===== config.mk =====
export PLATFORM = sky130hd
export DESIGN_NAME = afemc_top
export DESIGN_NICKNAME = d
export VERILOG_FILES = /design/src/pkg/afemc_pkg.sv /design/src/hw/afemc_top.sv
export VERILOG_INCLUDE_DIRS = /design/src /design/src/pkg
export SDC_FILE = /design/constraint.sdc
export NUM_CORES = 1
export LEC_CHECK = 0
export BUFFER_PORTS_ARGS = -buffer_cell sky130_fd_sc_hd__buf_2
export CAP_MARGIN = 20
export CORE_UTILIZATION = 32
export DETAILED_ROUTE_END_ITERATION = 12
export GPL_TIMING_DRIVEN = 0
export RECOVER_POWER = 50
export SLEW_MARGIN = 20
export SYNTH_ARGS = -nofsm -noshare
export SYNTH_HDL_FRONTEND = slang
export SYNTH_SLANG_ARGS = --single-unit
export TNS_END_PERCENT = 100

===== constraint.sdc =====
create_clock -name clock -period 1.34 [get_ports clock]
set_clock_uncertainty 0.05 [all_clocks]
set_input_delay 0.268 -clock clock [delete_from_list [all_inputs] [get_ports clock]]
set_output_delay 0.268 -clock clock [all_outputs]
set_load 0.03 [all_outputs]

===== src/pkg/afemc_consts.svh =====
`ifndef AFEMC_CONSTS_SVH
`define AFEMC_CONSTS_SVH

// register offsets on the plain register port
`define AFEMC_ADDR_W 4
`define AFEMC_OFF_SETUP1 4'h1
`define AFEMC_OFF_SETUP3 4'h3
`define AFEMC_OFF_POWER 4'h8
`define AFEMC_OFF_MUX 4'h9
`define AFEMC_OFF_ACYC_RST 4'ha
`define AFEMC_OFF_STATUS 4'hb
`define AFEMC_OFF_PERIOD 4'hc

// reset values
`define AFEMC_RST_SETUP1 8'h00
`define AFEMC_RST_SETUP3 8'h00
`define AFEMC_RST_POWER 8'h00
`define AFEMC_RST_MUX 8'h00

// power register fields
`define AFEMC_PWR_EN 0
`define AFEMC_PWR_SELECTIVE_POWERDOWN_SEL 1
`define AFEMC_PWR_MASK_LO 2
`define AFEMC_PWR_MASK_HI 5
`define AFEMC_PWR_LINE 6

// mux register fields
`define AFEMC_MUX_ACYC 0
`define AFEMC_MUX_FORCE 1
`define AFEMC_MUX_FM_LO 2
`define AFEMC_MUX_FM_HI 3
`define AFEMC_MUX_INTM_LO 4
`define AFEMC_MUX_INTM_HI 5

// setup register three fields
`define AFEMC_S3_CHAN_LO 6
`define AFEMC_S3_CHAN_HI 7
`define AFEMC_S3_CDSREF_LO 4
`define AFEMC_S3_CDSREF_HI 5

// setup register one contents per mode
`define AFEMC_S1_PIX_CDS 8'h03
`define AFEMC_S1_PIX_NOCDS 8'h01
`define AFEMC_S1_MONO_CDS 8'h07
`define AFEMC_S1_MONO_NOCDS 8'h05
`define AFEMC_S1_MAXSPEED 8'h45

// master clock to sample pulse ratios
`define AFEMC_RATIO_STD 8'h06
`define AFEMC_RATIO_FAST 8'h03
`define AFEMC_RATIO_MAX 8'h02
`define AFEMC_RATIO_SLOW_MIN 8'h08

// colour codes
`define AFEMC_RED 2'h0
`define AFEMC_GREEN 2'h1
`define AFEMC_BLUE 2'h2

`endif


===== src/pkg/afemc_pkg.sv =====
package afemc_pkg;

    typedef enum logic [2:0] {
        MODE_NONE, MODE_1, MODE_2, MODE_3, MODE_4, MODE_5, MODE_6
    } afemc_mode_t;

    typedef struct packed {
        logic [3:0] addr;
        logic [7:0] wdata;
        logic wr;
        logic rd;
    } afemc_bus_t;

    typedef struct packed {
        logic [3:0] block_on;
        logic [2:0] pga_on;
    } afemc_pwr_t;

    typedef struct packed {
        logic [1:0] input_sel;
        logic [1:0] bank_sel;
        logic single_red_path;
        logic sample_take;
    } afemc_sel_t;

    typedef struct packed {
        logic acyc_s1;
        logic acyc_s2;
        logic acyc_prev;
        logic sample_sync_pulse_s1;
        logic sample_sync_pulse_s2;
        logic sample_sync_pulse_prev;
        logic [7:0] setup1;
        logic [7:0] setup3;
        logic [7:0] power;
        logic [7:0] mux;
        logic [1:0] cycle;
        logic [7:0] count;
        logic [7:0] period;
        afemc_mode_t mode;
        afemc_pwr_t pwr;
        afemc_sel_t sel;
        logic [7:0] rdata;
    } afemc_state_t;

endpackage


===== src/hw/afemc_top.sv =====
`timescale 1ns/1ps
`include "afemc_consts.svh"

module afemc_top (
    input wire logic clock,
    input wire logic arst_n,
    input wire afemc_pkg::afemc_bus_t bus,
    input wire logic clamp_or_cycle_pin,
    input wire logic sample_sync_pulse,
    output logic [7:0] rdata,
    output afemc_pkg::afemc_pwr_t pwr,
    output afemc_pkg::afemc_sel_t sel,
    output afemc_pkg::afemc_mode_t mode
);
    import afemc_pkg::*;

    afemc_state_t st_reg;
    afemc_state_t st_next;

    function automatic logic is_wr(input afemc_bus_t b, input logic [3:0] off);
        return b.wr && (b.addr == off);
    endfunction

    function automatic logic [1:0] next_colour(input logic [1:0] c);
        return (c == `AFEMC_BLUE) ? `AFEMC_RED : c + 2'h1;
    endfunction

    logic line_mode;
    logic acyc_step;
    logic sample_edge;
    logic [1:0] intm;
    logic [1:0] forced;
    logic [1:0] chan;
    logic cds_on;

    always_comb begin
        st_next = st_reg;
        line_mode = st_reg.power[`AFEMC_PWR_LINE];
        intm = st_reg.mux[`AFEMC_MUX_INTM_HI:`AFEMC_MUX_INTM_LO];
        forced = st_reg.mux[`AFEMC_MUX_FM_HI:`AFEMC_MUX_FM_LO];
        chan = st_reg.setup3[`AFEMC_S3_CHAN_HI:`AFEMC_S3_CHAN_LO];
        cds_on = st_reg.setup1[1];

        // pin synchronisers
        st_next.acyc_s1 = clamp_or_cycle_pin;
        st_next.acyc_s2 = st_reg.acyc_s1;
        st_next.acyc_prev = st_reg.acyc_s2;
        st_next.sample_sync_pulse_s1 = sample_sync_pulse;
        st_next.sample_sync_pulse_s2 = st_reg.sample_sync_pulse_s1;
        st_next.sample_sync_pulse_prev = st_reg.sample_sync_pulse_s2;
        acyc_step = st_reg.mux[`AFEMC_MUX_ACYC] && st_reg.acyc_s2 && !st_reg.acyc_prev;
        sample_edge = st_reg.sample_sync_pulse_prev && !st_reg.sample_sync_pulse_s2;

        // register writes stay live in every power state
        if (is_wr(bus, `AFEMC_OFF_SETUP1)) begin
            st_next.setup1 = bus.wdata;
        end
        if (is_wr(bus, `AFEMC_OFF_SETUP3)) begin
            st_next.setup3 = bus.wdata;
        end
        if (is_wr(bus, `AFEMC_OFF_POWER)) begin
            st_next.power = bus.wdata;
        end
        if (is_wr(bus, `AFEMC_OFF_MUX)) begin
            st_next.mux = bus.wdata;
        end

        // autocycle sequencer, reset write wins over a step
        if (is_wr(bus, `AFEMC_OFF_ACYC_RST)) begin
            st_next.cycle = `AFEMC_RED;
        end else if (acyc_step) begin
            st_next.cycle = next_colour(st_reg.cycle);
        end

        // power control
        if (st_reg.power[`AFEMC_PWR_SELECTIVE_POWERDOWN_SEL]) begin
            st_next.pwr.block_on = ~st_reg.power[`AFEMC_PWR_MASK_HI:`AFEMC_PWR_MASK_LO];
        end else begin
            st_next.pwr.block_on = {4{st_reg.power[`AFEMC_PWR_EN]}};
        end
        st_next.pwr.pga_on[0] = st_reg.power[`AFEMC_PWR_EN] || st_reg.power[`AFEMC_PWR_SELECTIVE_POWERDOWN_SEL];
        st_next.pwr.pga_on[2:1] = line_mode ? 2'b00 : {2{st_next.pwr.pga_on[0]}};

        // input and offset/gain bank selection
        st_next.sel.single_red_path = line_mode;
        if (line_mode) begin
            case ({st_reg.mux[`AFEMC_MUX_FORCE], st_reg.mux[`AFEMC_MUX_ACYC]})
                2'b00: begin
                    st_next.sel.input_sel = intm;
                    st_next.sel.bank_sel = intm;
                end
                2'b01: begin
                    st_next.sel.input_sel = st_next.cycle;
                    st_next.sel.bank_sel = st_next.cycle;
                end
                2'b10: begin
                    st_next.sel.input_sel = forced;
                    st_next.sel.bank_sel = intm;
                end
                default: begin
                    st_next.sel.input_sel = forced;
                    st_next.sel.bank_sel = st_next.cycle;
                end
            endcase
        end else begin
            st_next.sel.input_sel = chan;
            st_next.sel.bank_sel = chan;
        end

        // sample point and ratio measurement
        st_next.sel.sample_take = sample_edge;
        if (sample_edge) begin
            st_next.count = 8'h00;
            st_next.period = st_reg.count + 8'h01;
        end else if (st_reg.count != 8'hff) begin
            st_next.count = st_reg.count + 8'h01;
        end

        // operating mode from setup one, setup three and the measured ratio
        st_next.mode = MODE_NONE;
        case (st_reg.setup1)
            `AFEMC_S1_PIX_CDS, `AFEMC_S1_PIX_NOCDS: begin
                if (st_reg.period == `AFEMC_RATIO_STD) begin
                    st_next.mode = MODE_1;
                end else if (st_reg.period >= `AFEMC_RATIO_SLOW_MIN && !st_reg.period[0]) begin
                    st_next.mode = MODE_5;
                end
            end
            `AFEMC_S1_MONO_CDS, `AFEMC_S1_MONO_NOCDS: begin
                if (st_reg.period == `AFEMC_RATIO_STD) begin
                    st_next.mode = MODE_2;
                end else if (st_reg.period == `AFEMC_RATIO_FAST &&
                        (!cds_on || st_reg.setup3[`AFEMC_S3_CDSREF_HI:`AFEMC_S3_CDSREF_LO] == 2'h0)) begin
                    st_next.mode = MODE_3;
                end else if (st_reg.period >= `AFEMC_RATIO_SLOW_MIN && !st_reg.period[0]) begin
                    st_next.mode = MODE_6;
                end
            end
            `AFEMC_S1_MAXSPEED: begin
                if (st_reg.period == `AFEMC_RATIO_MAX) begin
                    st_next.mode = MODE_4;
                end
            end
            default: st_next.mode = MODE_NONE;
        endcase

        // read port, answer one cycle after the strobe
        st_next.rdata = 8'h00;
        if (bus.rd) begin
            case (bus.addr)
                `AFEMC_OFF_SETUP1: st_next.rdata = st_reg.setup1;
                `AFEMC_OFF_SETUP3: st_next.rdata = st_reg.setup3;
                `AFEMC_OFF_POWER: st_next.rdata = st_reg.power;
                `AFEMC_OFF_MUX: st_next.rdata = st_reg.mux;
                `AFEMC_OFF_STATUS: st_next.rdata = {st_reg.cycle, 3'h0, st_reg.mode};
                `AFEMC_OFF_PERIOD: st_next.rdata = st_reg.period;
                default: st_next.rdata = 8'h00;
            endcase
        end
    end

    always_ff @(posedge clock or negedge arst_n) begin
        if (!arst_n) begin
            st_reg <= '0;
            st_reg.setup1 <= `AFEMC_RST_SETUP1;
            st_reg.setup3 <= `AFEMC_RST_SETUP3;
            st_reg.power <= `AFEMC_RST_POWER;
            st_reg.mux <= `AFEMC_RST_MUX;
            st_reg.mode <= MODE_NONE;
        end else begin
            st_reg <= st_next;
        end
    end

    assign rdata = st_reg.rdata;
    assign pwr = st_reg.pwr;
    assign sel = st_reg.sel;
    assign mode = st_reg.mode;
endmodule // afemc_top


* Yosys cells after proc, flatten, opt, wreduce, memory -nomap -nowiden
Cells that the tools add are included.
Storage, ports and cells: register bits after elaboration 80, latch bits 0, RAM bits 0, bits in read-only memories 0, output and inout bits 24, memories kept 0
Operators by class: add/subtract/negate cells 2, multipliers 0, divide/modulo/power cells 0, magnitude comparators 1, equal/unequal tests 19, shift-type cells 0, muxes and demuxes 18, bitwise gates (word level) 1, reductions and logical operators 21
Operator list (count):
- $pmux 8 s6 | 1
- $eq 8x2->1 const B | 3
- $eq 8x3->1 const B | 3
- $mux 8 | 3
- $eq 4x4->1 const B | 5
- $mux 3 | 6
- $pmux 4 s3 | 1
- $logic_and 1x1->1 | 10
- $pmux 3 s3 | 1
- $add 8x1->8 const B | 1
- $eq 8x1->1 const B | 1
- $eq 8x7->1 const B | 1
- $ge 8x4->1 const B | 1
- $mux 2 | 4
- $mux 4 | 2
- $ne 8x8->1 const B | 1
- $eq 2x2->1 const B | 2
- $eq 4x1->1 const B | 1
- $eq 4x2->1 const B | 1
- $logic_not 1->1 | 4
- $logic_not 2->1 | 2
- $not 4->4 | 1
- $reduce_or 2->1 | 2
- $add 2x1->2 const B | 1
- 3 further kinds | 4

* Logic depth before layout (Yosys ltp)
Gate-level depths: netlist of run 1.
depth after elaboration 6, gate-level depth with buffers 7

* Worst setup path after synthesis of run 1
No wires, ideal clock.
path type input -> register, start input port bus[11] (netlist bit), end register st_reg, in the netlist chan[0], library setup time 125 ps, data arrival time 1389 ps, data required time 1165 ps, path slack -224 ps, cell stages on the path 7, path through buf_4 and3b_1 buf_4 and2b_1 buf_6 nand2_8 mux2_4
On the way: cells in the longest elaborated chain, start to end 2
Ends and longest elaborated chain:
- from (decl) | RTL line afemc_top.sv:7 | input wire afemc_pkg::afemc_bus_t bus,
- $eq 4x2->1 | RTL line afemc_top.sv:21 | return b.wr && (b.addr == off);
- $logic_and 1x1->1 | RTL line afemc_top.sv:21
- to (signal assigned) | RTL line afemc_top.sv:171 | st_reg <= st_next;
- to (decl) | RTL line afemc_top.sv:17 | afemc_state_t st_reg;
No other way between the ends. A chain may end at the register's enable or synchronous reset.

==> results of run 1 <==
==> cells by family (layout without fill, tap and decap cells) <==
family,Yosys count,after routing,share of synthesized area
AND/OR/NAND/NOR,87,87,0.138
flip-flops,79,79,0.536
AO/OA/AOI/OAI,62,62,0.111
multiplexers,39,39,0.126
buffers and inverters,39,117,0.0692
XOR/XNOR,7,7,0.0166
adder cells (fa/ha/maj),1,1,0.00339
==> timing repair <==
action,CTS,global route
hold buffers,3,0
setup buffers,11,13
endpoints found under the hold margin,46,0
resized for setup,22,18
endpoints found under the setup margin,47,42
pin swaps,5,11
==> per-stage QoR <==
stage | worst slack, ns | util | setup TNS, ns
after floorplan | -0.166 | - | -3.38
after global placement | -0.614 | 0.380 | -64.64
after detailed placement | -0.552 | 0.382 | -17.65
after CTS | -0.114 | 0.428 | -0.206
after global routing | -0.166 | 0.439 | -1.15
final | -0.114 | 0.439 | -0.451
==> cells in the mapped netlist, types with 5 or more instances <==
master / count / area share
nor2b_1: 10 / 0.017
mux2_4: 8 / 0.033
mux2_2: 28 / 0.086
buf_4: 26 / 0.053
a22oi_1: 8 / 0.016
a21oi_1: 14 / 0.019
nand2_1: 32 / 0.033
clkbuf_1: 6 / 0.0061
dfrtp_1: 79 / 0.54
o21ai_0: 15 / 0.020
a32o_1: 5 / 0.014
nand3_1: 6 / 0.0081
a31oi_1: 7 / 0.012
nor2_1: 12 / 0.012
a22o_1: 6 / 0.014
==> critical path: stages, from the launching register on <==
cell and delay [ns]:
dfrtp_1 0.38, or4b_4 0.57, nor3_4 0.14, nand2_1 0.09, o22ai_1 0.14
==> where the power goes <==
group / leakage [nW] / total [mW] / internal, mW / switching (mW)
combinational: 1.14 / 2.11 / 1.12 / 0.988
sequential: 0.994 / 3.31 / 2.87 / 0.435
clock: 0.155 / 2.61 / 1.67 / 0.936
total: 2.29 / 8.02 / 5.66 / 2.36
==> layer usage <==
layer,wire length [um],vias to the layer above,part of all wire,GRT usage
li1,-,1241,-,-
met1,4090,1315,0.47,0.223
met2,4000,60,0.46,0.241
met3,426,13,0.049,0.0308
met4,153,0,0.018,0.0610
met5,0,-,0,0
==> final cells by class <==
class | instances | area (sq um)
plain buffers | 32 | 270
fillers | 1045 | 6190
multi-input cells | 196 | 1620
repair buffers | 67 | 458
clock buffers | 10 | 239
inverters | 3 | 11.3
clock inverters | 5 | 81.3
well taps | 140 | 175
flip-flops and latches | 79 | 1980
==> worst paths after layout <==
check                                             from                     end  slack [ns]  cells after the start
worst min-delay path                            bus[7]  st_reg[71]$_DFFE_PN0P_        0.17                      2
min in group asynchronous                       arst_n  st_reg[53]$_DFFE_PN0P_        0.45                      2
worst min register to register   st_next[78]$_DFF_PN0_   st_next[77]$_DFF_PN0_        0.30                      0
max in group asynchronous                       arst_n    st_reg[40]$_DFF_PN0_        0.15                      3
worst max-delay path            st_reg[69]$_DFFE_PN0P_       mode[0]$_DFF_PN0_       -0.11                      4
worst max register to register  st_reg[69]$_DFFE_PN0P_       mode[0]$_DFF_PN0_       -0.11                      4
==> results.cfg, run 1 <==
[routing]
drt_iter0_markers = 196
drt_pass1_iterations = 4
drc = 0
postRouteAntennaNets = 0
avgViaCountPerCell = 4.94
wirelength_um = 8680
vias = 2629
drt-wirelength-per-cell_um = 16.3

[yosys]
synthCells = 314
ys_seq_area_frac = 0.536
synth_edf_count = 0
syn-cell-area_sq_mm = 0.00369
synth_ff_type = dfrtp_1
synth_seq_cells = 79
syn-mean-instance-area_sq_um = 11.7
synth.distinct_cells = 49
async_flop_share = 1.00
yosysWarnings = 0
synth_fp_nets = 333

[sta]
period_minus_slack_ns = 1.45
worstMarginPinSlew_ns = 0.632
max_freq_ghz = 0.688
slew_headroom = 0.578
post-route-period-util = 1.09
setup_viol = 7
rsz0062_at_grt = yes
drv_slew = 0
setup_slack_ns = -0.114
fin_hold_ws_ns = 0.171
hold_violations = 0

[layout]
layout_common_cells = 74 x dfrtp_1, 47 x buf_4, 34 x buf_2
final_common_cell = dfrtp_1
antenna_cells = 0
drive_above_1_share = 0.446
num-nets-final = 407
design_area_sq_mm = 0.00484
area_growth_pct = 31.2
largest_reg_flops = 44
finalNonFillerCells = 532

[setup_path]
crit_type = flip-flop to flip-flop
worstPathArrival_ns = 1.65
path_max_fanout = 2
end_kind = flip-flop
cp-start-kind = flip-flop
required_ns = 1.54

[placement]
dp_hpwl_um = 5930
place.port_buffers = 39
postPlaceCellArea_sq_mm = 0.00422
dpl.cell_count = 494
gp_congestion = 0.811

[global_routing]
grt_start_max_net_pins = 46
grt_pass1_vias = 2630
antenna_found_initial = 0
track_usage = 0.159
grt_first_pass_wirelength_um = 13900
overflow = 0

[clock_tree]
htreeDepth = 3
cts_sinks = 79
clk_path_buf_depth = 2
cts_root_buf = clkbuf_16
cts_tree = built
cts_buffers = 9
clkLatencyLatePin_ns = 0.33
path_clk_slew_ns = 0.06

[die]
die_h_um = 109
die_w_um = 109
num_io_pins = 42
start_util = 0.334
die_area_sq_mm = 0.0120
rows = 38
coreArea_sq_mm = 0.0110

[pwr]
leakage_nw = 2.29
power_density_mw_per_mm2 = 1660
ir_worst_vdd_mv = 0.833
finalPower_mw = 8.02

[min_path]
hp-class = input pin to flip-flop

[run_status]
violations = setup timing
status = finished with violations

[run]
max_cap_viol_count = 0
(Power assumes the default switching activity.)
==> inputs of run 2 (changes only) <==
--- a/constraint.sdc
+++ b/constraint.sdc
@@ -3,3 +3,3 @@
 set_input_delay 0.268 -clock clock [delete_from_list [all_inputs] [get_ports clock]]
 set_output_delay 0.268 -clock clock [all_outputs]
-set_load 0.03 [all_outputs]
+set_load 0.05 [all_outputs]
==> run 2 against run 1 <==
Against the previous run:
- power grew 4.3%
- sequential share of layout area shrank 0.71 points
- largest power group unchanged
- register-to-register slack is essentially flat
- clock-buffer cell count is the same
- critical endpoint unchanged
- setup slack gained 0.0016 ns
- the flow still finishes with violations (setup timing)
- final cell count shrank 0.38%
- first-iteration DRC count shrank 6.6%
- clock power is essentially flat
==> results.cfg, run 2 (synthesis results as in run 1) <==
[run_status]
status = finished with violations
violations = setup timing

[sta]
period_minus_slack_ns = 1.45
setup_tns_ns = -0.449
rsz0062_at_grt = yes
setup_viol = 7
hold_violations = 0
worstMarginPinSlew_ns = 0.633
fin_hold_ws_ns = 0.174
slew_headroom = 0.578
post-route-period-util = 1.08
setup_slack_ns = -0.113
max_freq_ghz = 0.688
drv_slew = 0

[die]
rows = 38
die_area_sq_mm = 0.0120
die_h_um = 109
coreArea_sq_mm = 0.0110
num_io_pins = 42
die_w_um = 109
start_util = 0.334

[pwr]
finalPower_mw = 8.37
leakage_nw = 2.30
power_density_mw_per_mm2 = 1700
ir_worst_vdd_mv = 0.920

[setup_path]
rrSetupSlack_ns = -0.11
path_cells = or4b_4 -> nor3_4 -> nand2_1 -> o22ai_1
r2r-end = mode[0]$_DFF_PN0_
end_kind = flip-flop
reg2reg_depth = 4
crit_type = flip-flop to flip-flop
worstPathArrival_ns = 1.65
path_max_fanout = 2
cpPeakStageDelay_ns = 0.57
required_ns = 1.54
crit_slowest_cell = or4b_4
cp-start-kind = flip-flop
r2r_start = st_reg[69]$_DFFE_PN0P_

[layout]
area_growth_pct = 33.5
final_common_cell = dfrtp_1
n_fill_cell = 1034
design_area_sq_mm = 0.00492
finalNonFillerCells = 530
drive_above_1_share = 0.442
regArea_sq_mm = 0.00198
multi_input_area_sq_mm = 0.00162
layout_common_cells = 74 x dfrtp_1, 54 x buf_4, 31 x nand2_1
num-nets-final = 404
largest_reg_flops = 44
final_util = 0.446

[routing]
wirelength_um = 8710
top_layer_used = met4
wl_met1_um = 4110
avgViaCountPerCell = 4.99
drt_iter0_markers = 183
postRouteAntennaNets = 0
drt_pass1_iterations = 4
vias = 2646
wl_met3_um = 427
dr_wl_met2_um = 4020
drc = 0
drt-wirelength-per-cell_um = 16.4

[clock_tree]
cts_root_buf = clkbuf_16
clkLatencyLatePin_ns = 0.33
htreeDepth = 3
cts_tree = built
clk_path_buf_depth = 2
cts_buffers = 9
path_clk_slew_ns = 0.06
cts_sinks = 79

[global_routing]
track_usage = 0.158
overflow = 0
antenna_found_initial = 0
grt_pass1_vias = 2621
grt_first_pass_wirelength_um = 13900
grt_start_max_net_pins = 46

[placement]
place.port_buffers = 39
dpl.cell_count = 494
dp_hpwl_um = 5930
gp_congestion = 0.811
pre_cts_ws_ns = -0.552
postPlaceCellArea_sq_mm = 0.00422

[min_path]
holdPathStages = 2
min-delay-start = bus[7]
hp-class = input pin to flip-flop
holdPathEnd = st_reg[71]$_DFFE_PN0P_

[run]
max_cap_viol_count = 0
[run 2: repair_timing]
item / 4_1_cts / 5_1_grt
hold buffers: 3 / 0
setup buffers: 11 / 12
pin swaps: 5 / 11
endpoints found under the hold margin: 46 / 0
gates resized for setup: 30 / 57
endpoints found under the setup margin: 53 / 62
[run 2: layer usage]
| metal | vias to the layer above | GRT usage |
|---|---|---|
| met3 | 11 | 0.0308 |
| met1 | 1319 | 0.223 |
| li1 | 1240 | - |
| met5 | - | 0 |
| met2 | 76 | 0.241 |
| met4 | 0 | 0.0610 |
[run 2: layout make-up]
class / instances / share of cell area
well taps: 140 / 0.0356
repair buffers: 66 / 0.113
multi-input cells: 196 / 0.329
plain buffers: 30 / 0.0519
diodes: 1 / 0.000508
clock buffers: 10 / 0.0486
inverters: 3 / 0.00229
flip-flops and latches: 79 / 0.403
clock inverters: 5 / 0.0165
[run 2: worst max-delay path by stage]
| stage | from | end | slack [ns] | depth (start not counted) |
|---|---|---|---|---|
| 6_report | st_reg[69]$_DFFE_PN0P_ | mode[0]$_DFF_PN0_ | -0.11 | 4 |
| 5_1_grt | st_reg[69]$_DFFE_PN0P_ | mode[1]$_DFF_PN0_ | -0.17 | 4 |
| 4_1_cts | st_reg[69]$_DFFE_PN0P_ | mode[0]$_DFF_PN0_ | -0.11 | 4 |
| 3_5_place_dp | bus[12] | st_reg[49]$_DFFE_PN0P_ | -0.55 | 5 |
| 3_3_place_gp | arst_n | st_reg[77]$_DFF_PN0_ | -0.61 | 1 |
| 2_1_floorplan | bus[12] | forced[0]$_DFFE_PN0P_ | -0.17 | 4 |
[run 2: report_power, final]
group	switching (mW)	internal (mW)
registers	0.434	2.87
clock network	0.931	1.67
logic	1.22	1.24
[run 2: worst max-delay path: cells and delay by family, from the launching register on]
| kind | cells | cell delay (ns) |
|---|---|---|
| flops | 1 | 0.38 |
| simple gates | 3 | 0.80 |
| compound gates | 1 | 0.14 |
==> inputs of run 3 (changes only) <==
ABC_AREA = 1   (was default)
CTS_CLUSTER_SIZE = 10   (was default)
clock period = 1.35 ns   (was 1.34 ns; I/O delays follow)
==> run 3 against run 2 <==
Against the previous run:
- the flow now finishes without violations
- routed wire length down 6.8%
- sequential cell count unchanged
- sequential power down 5%
- via count up 6.8%
- sequential share of layout area up 3.1 points
- design area down 7.4%
- largest power group unchanged
- highest routed layer unchanged
==> results.cfg, run 3 <==
[run_status]
status = finished, final reports clean

[layout]
largest_reg_flops = 44
final_util = 0.415
layout_common_cells = 131 x nand2_1, 79 x dfrtp_1, 40 x nor2_1
num-nets-final = 501
antenna_cells = 0
final_common_cell = nand2_1
area_growth_pct = 25.0
drive_above_1_share = 0.253

[routing]
avgViaCountPerCell = 4.51
postRouteAntennaNets = 0
wirelength_um = 8120
drt_iter0_markers = 95
drc = 0
drt_pass1_iterations = 4
vias = 2826
drt-wirelength-per-cell_um = 12.9

[clock_tree]
clkLatencyLatePin_ns = 0.34
cts_tree = built
cts_sinks = 79
cts_root_buf = clkbuf_16
htreeDepth = 3
cts_buffers = 9
path_clk_slew_ns = 0.06
clk_path_buf_depth = 2

[min_path]
min-delay-start = bus[8]
hp-class = input pin to flip-flop
holdPathStages = 3
holdPathEnd = st_reg[48]$_DFFE_PN0P_

[yosys]
synth_compound_area_frac = 0.0810
synth_mux_area_frac = 0
synth_top_area_frac = 0.542
synth_top_area_cell = dfrtp_1
synth.distinct_cells = 25
synth_xor_area_frac = 0.0120
yosysMostFrequentCell = nand2_1
synthCells = 423
async_flop_share = 1.00
yosysWarnings = 0
yosys.area_share.simple = 0.262
ys_seq_area_frac = 0.542
yosys-top-cells-count = 132 x nand2_1, 79 x dfrtp_1, 42 x nor2_1, 40 x o21ai_0, 35 x inv_1
syn-cell-area_sq_mm = 0.00365
synth_fp_nets = 442
synth_ff_type = dfrtp_1
synth_fa_ha_area_frac = 0.00343
syn-mean-instance-area_sq_um = 8.62
synth_top_family_by_area = simple AND/OR/NAND/NOR gates
synth_edf_count = 0
synth_seq_cells = 79
synth_area_leaders = dfrtp_1 54%, nand2_1 14%, o21ai_0 5.5%

[placement]
place.port_buffers = 41
gp_congestion = 0.889
dp_hpwl_um = 5840

[setup_path]
required_ns = 1.03
reg2reg_depth = 6
rrSetupSlack_ns = 0.03
cp-start-kind = flip-flop
path_max_fanout = 2
r2r-end = st_reg[33]$_DFFE_PN0P_
crit_type = flip-flop to output pin
worstPathArrival_ns = 1.01
r2r_start = st_reg[33]$_DFFE_PN0P_
end_kind = output pin

[pwr]
ir_worst_vdd_mv = 0.966
leakage_nw = 2.33
power_density_mw_per_mm2 = 1600

[global_routing]
antenna_found_initial = 0
grt_pass1_vias = 2790
grt_start_max_net_pins = 47
track_usage = 0.155
overflow = 0
grt_first_pass_wirelength_um = 13600

[sta]
setup_viol = 0
hold_violations = 0
post-route-period-util = 0.985
period_minus_slack_ns = 1.33
drv_slew = 0
worstMarginPinSlew_ns = 0.653
setup_tns_ns = 0
slew_headroom = 0.564
max_freq_ghz = 0.752
rsz0062_at_grt = yes
fin_hold_ws_ns = 0.214

[run]
max_cap_viol_count = 0

[die]
die_w_um = 109
start_util = 0.332
coreArea_sq_mm = 0.0110
num_io_pins = 42
rows = 38
die_area_sq_mm = 0.0118
die_h_um = 109
[run 3: changes by cell type after synthesis, moves of 10 or more]
cell	delta
inv_1	+33
a21oi_1	-12
nor2b_1	-10
nand3_1	+22
nand2_1	+100
nor2_1	+30
o21ai_0	+25
mux2_2	-28
[run 3: worst max path at each step]
stage | from | end | slack (ns)
after CTS | mode[0]$_DFF_PN0_ | mode[0] | 0.0003
after global routing | st_reg[32]$_DFFE_PN0P_ | st_reg[36]$_DFFE_PN0P_ | -0.08
after detailed placement | bus[10] | rdata[5]$_DFF_PN0_ | -0.28
after global placement | arst_n | rdata[1]$_DFF_PN0_ | -0.60
final | pwr[1]$_DFF_PN0_ | pwr[1] | 0.02
after floorplan | st_reg[32]$_DFFE_PN0P_ | st_reg[32]$_DFFE_PN0P_ | 0.03
[run 3: final cells by class]
type / count / area (sq um)
fillers: 1123 / 6420
repair buffers: 50 / 415
well taps: 140 / 175
plain buffers: 28 / 213
multi-input cells: 279 / 1360
inverters: 35 / 131
clock inverters: 6 / 45.0
clock buffers: 10 / 239
flip-flops and latches: 79 / 1980
[run 3: logic make-up after synthesis]
logic type	after synthesis
simple gates	221
flops	79
buf+inv	65
compound gates	52
xor+xnor	5
fa+ha+maj	1
[run 3: what timing repair did]
action                     4_1_cts  5_1_grt
setup endpoints to repair       18       43
resized for setup               29       54
hold buffers                     3        0
setup buffers                    5        0
hold endpoints to repair        47        0
pin swaps                        4        4
[run 3: stage by stage]
stage,power [mW],std cells,instance area [sq um],setup slack [ns]
after floorplan,4.41,423,3650,0.0299
after global placement,4.81,604,4030,-0.603
after detailed placement,4.85,605,4050,-0.278
after CTS,7.27,629,4490,0.000322
after global routing,7.71,627,4560,-0.0770
final,7.30,627,4560,0.0200
[run 3: metal layers]
layer  GRT usage  vias up  part of all wire
met5           0        -                 0
met4      0.0801        0             0.026
met3      0.0406       18             0.041
met2       0.245       64              0.47
met1       0.195     1307              0.46
li1            -     1437                 -
[run 3: critical path: stages, from the launching register on]
cell,delay (ns)
dfrtp_1,0.39
buf_4,0.14
buf_6,0.14
[run 3: where the power goes]
part           internal, mW  switching, mW
registers              2.81          0.351
clock network          1.30          0.974
logic                 0.746           1.12
total                  4.85           2.45
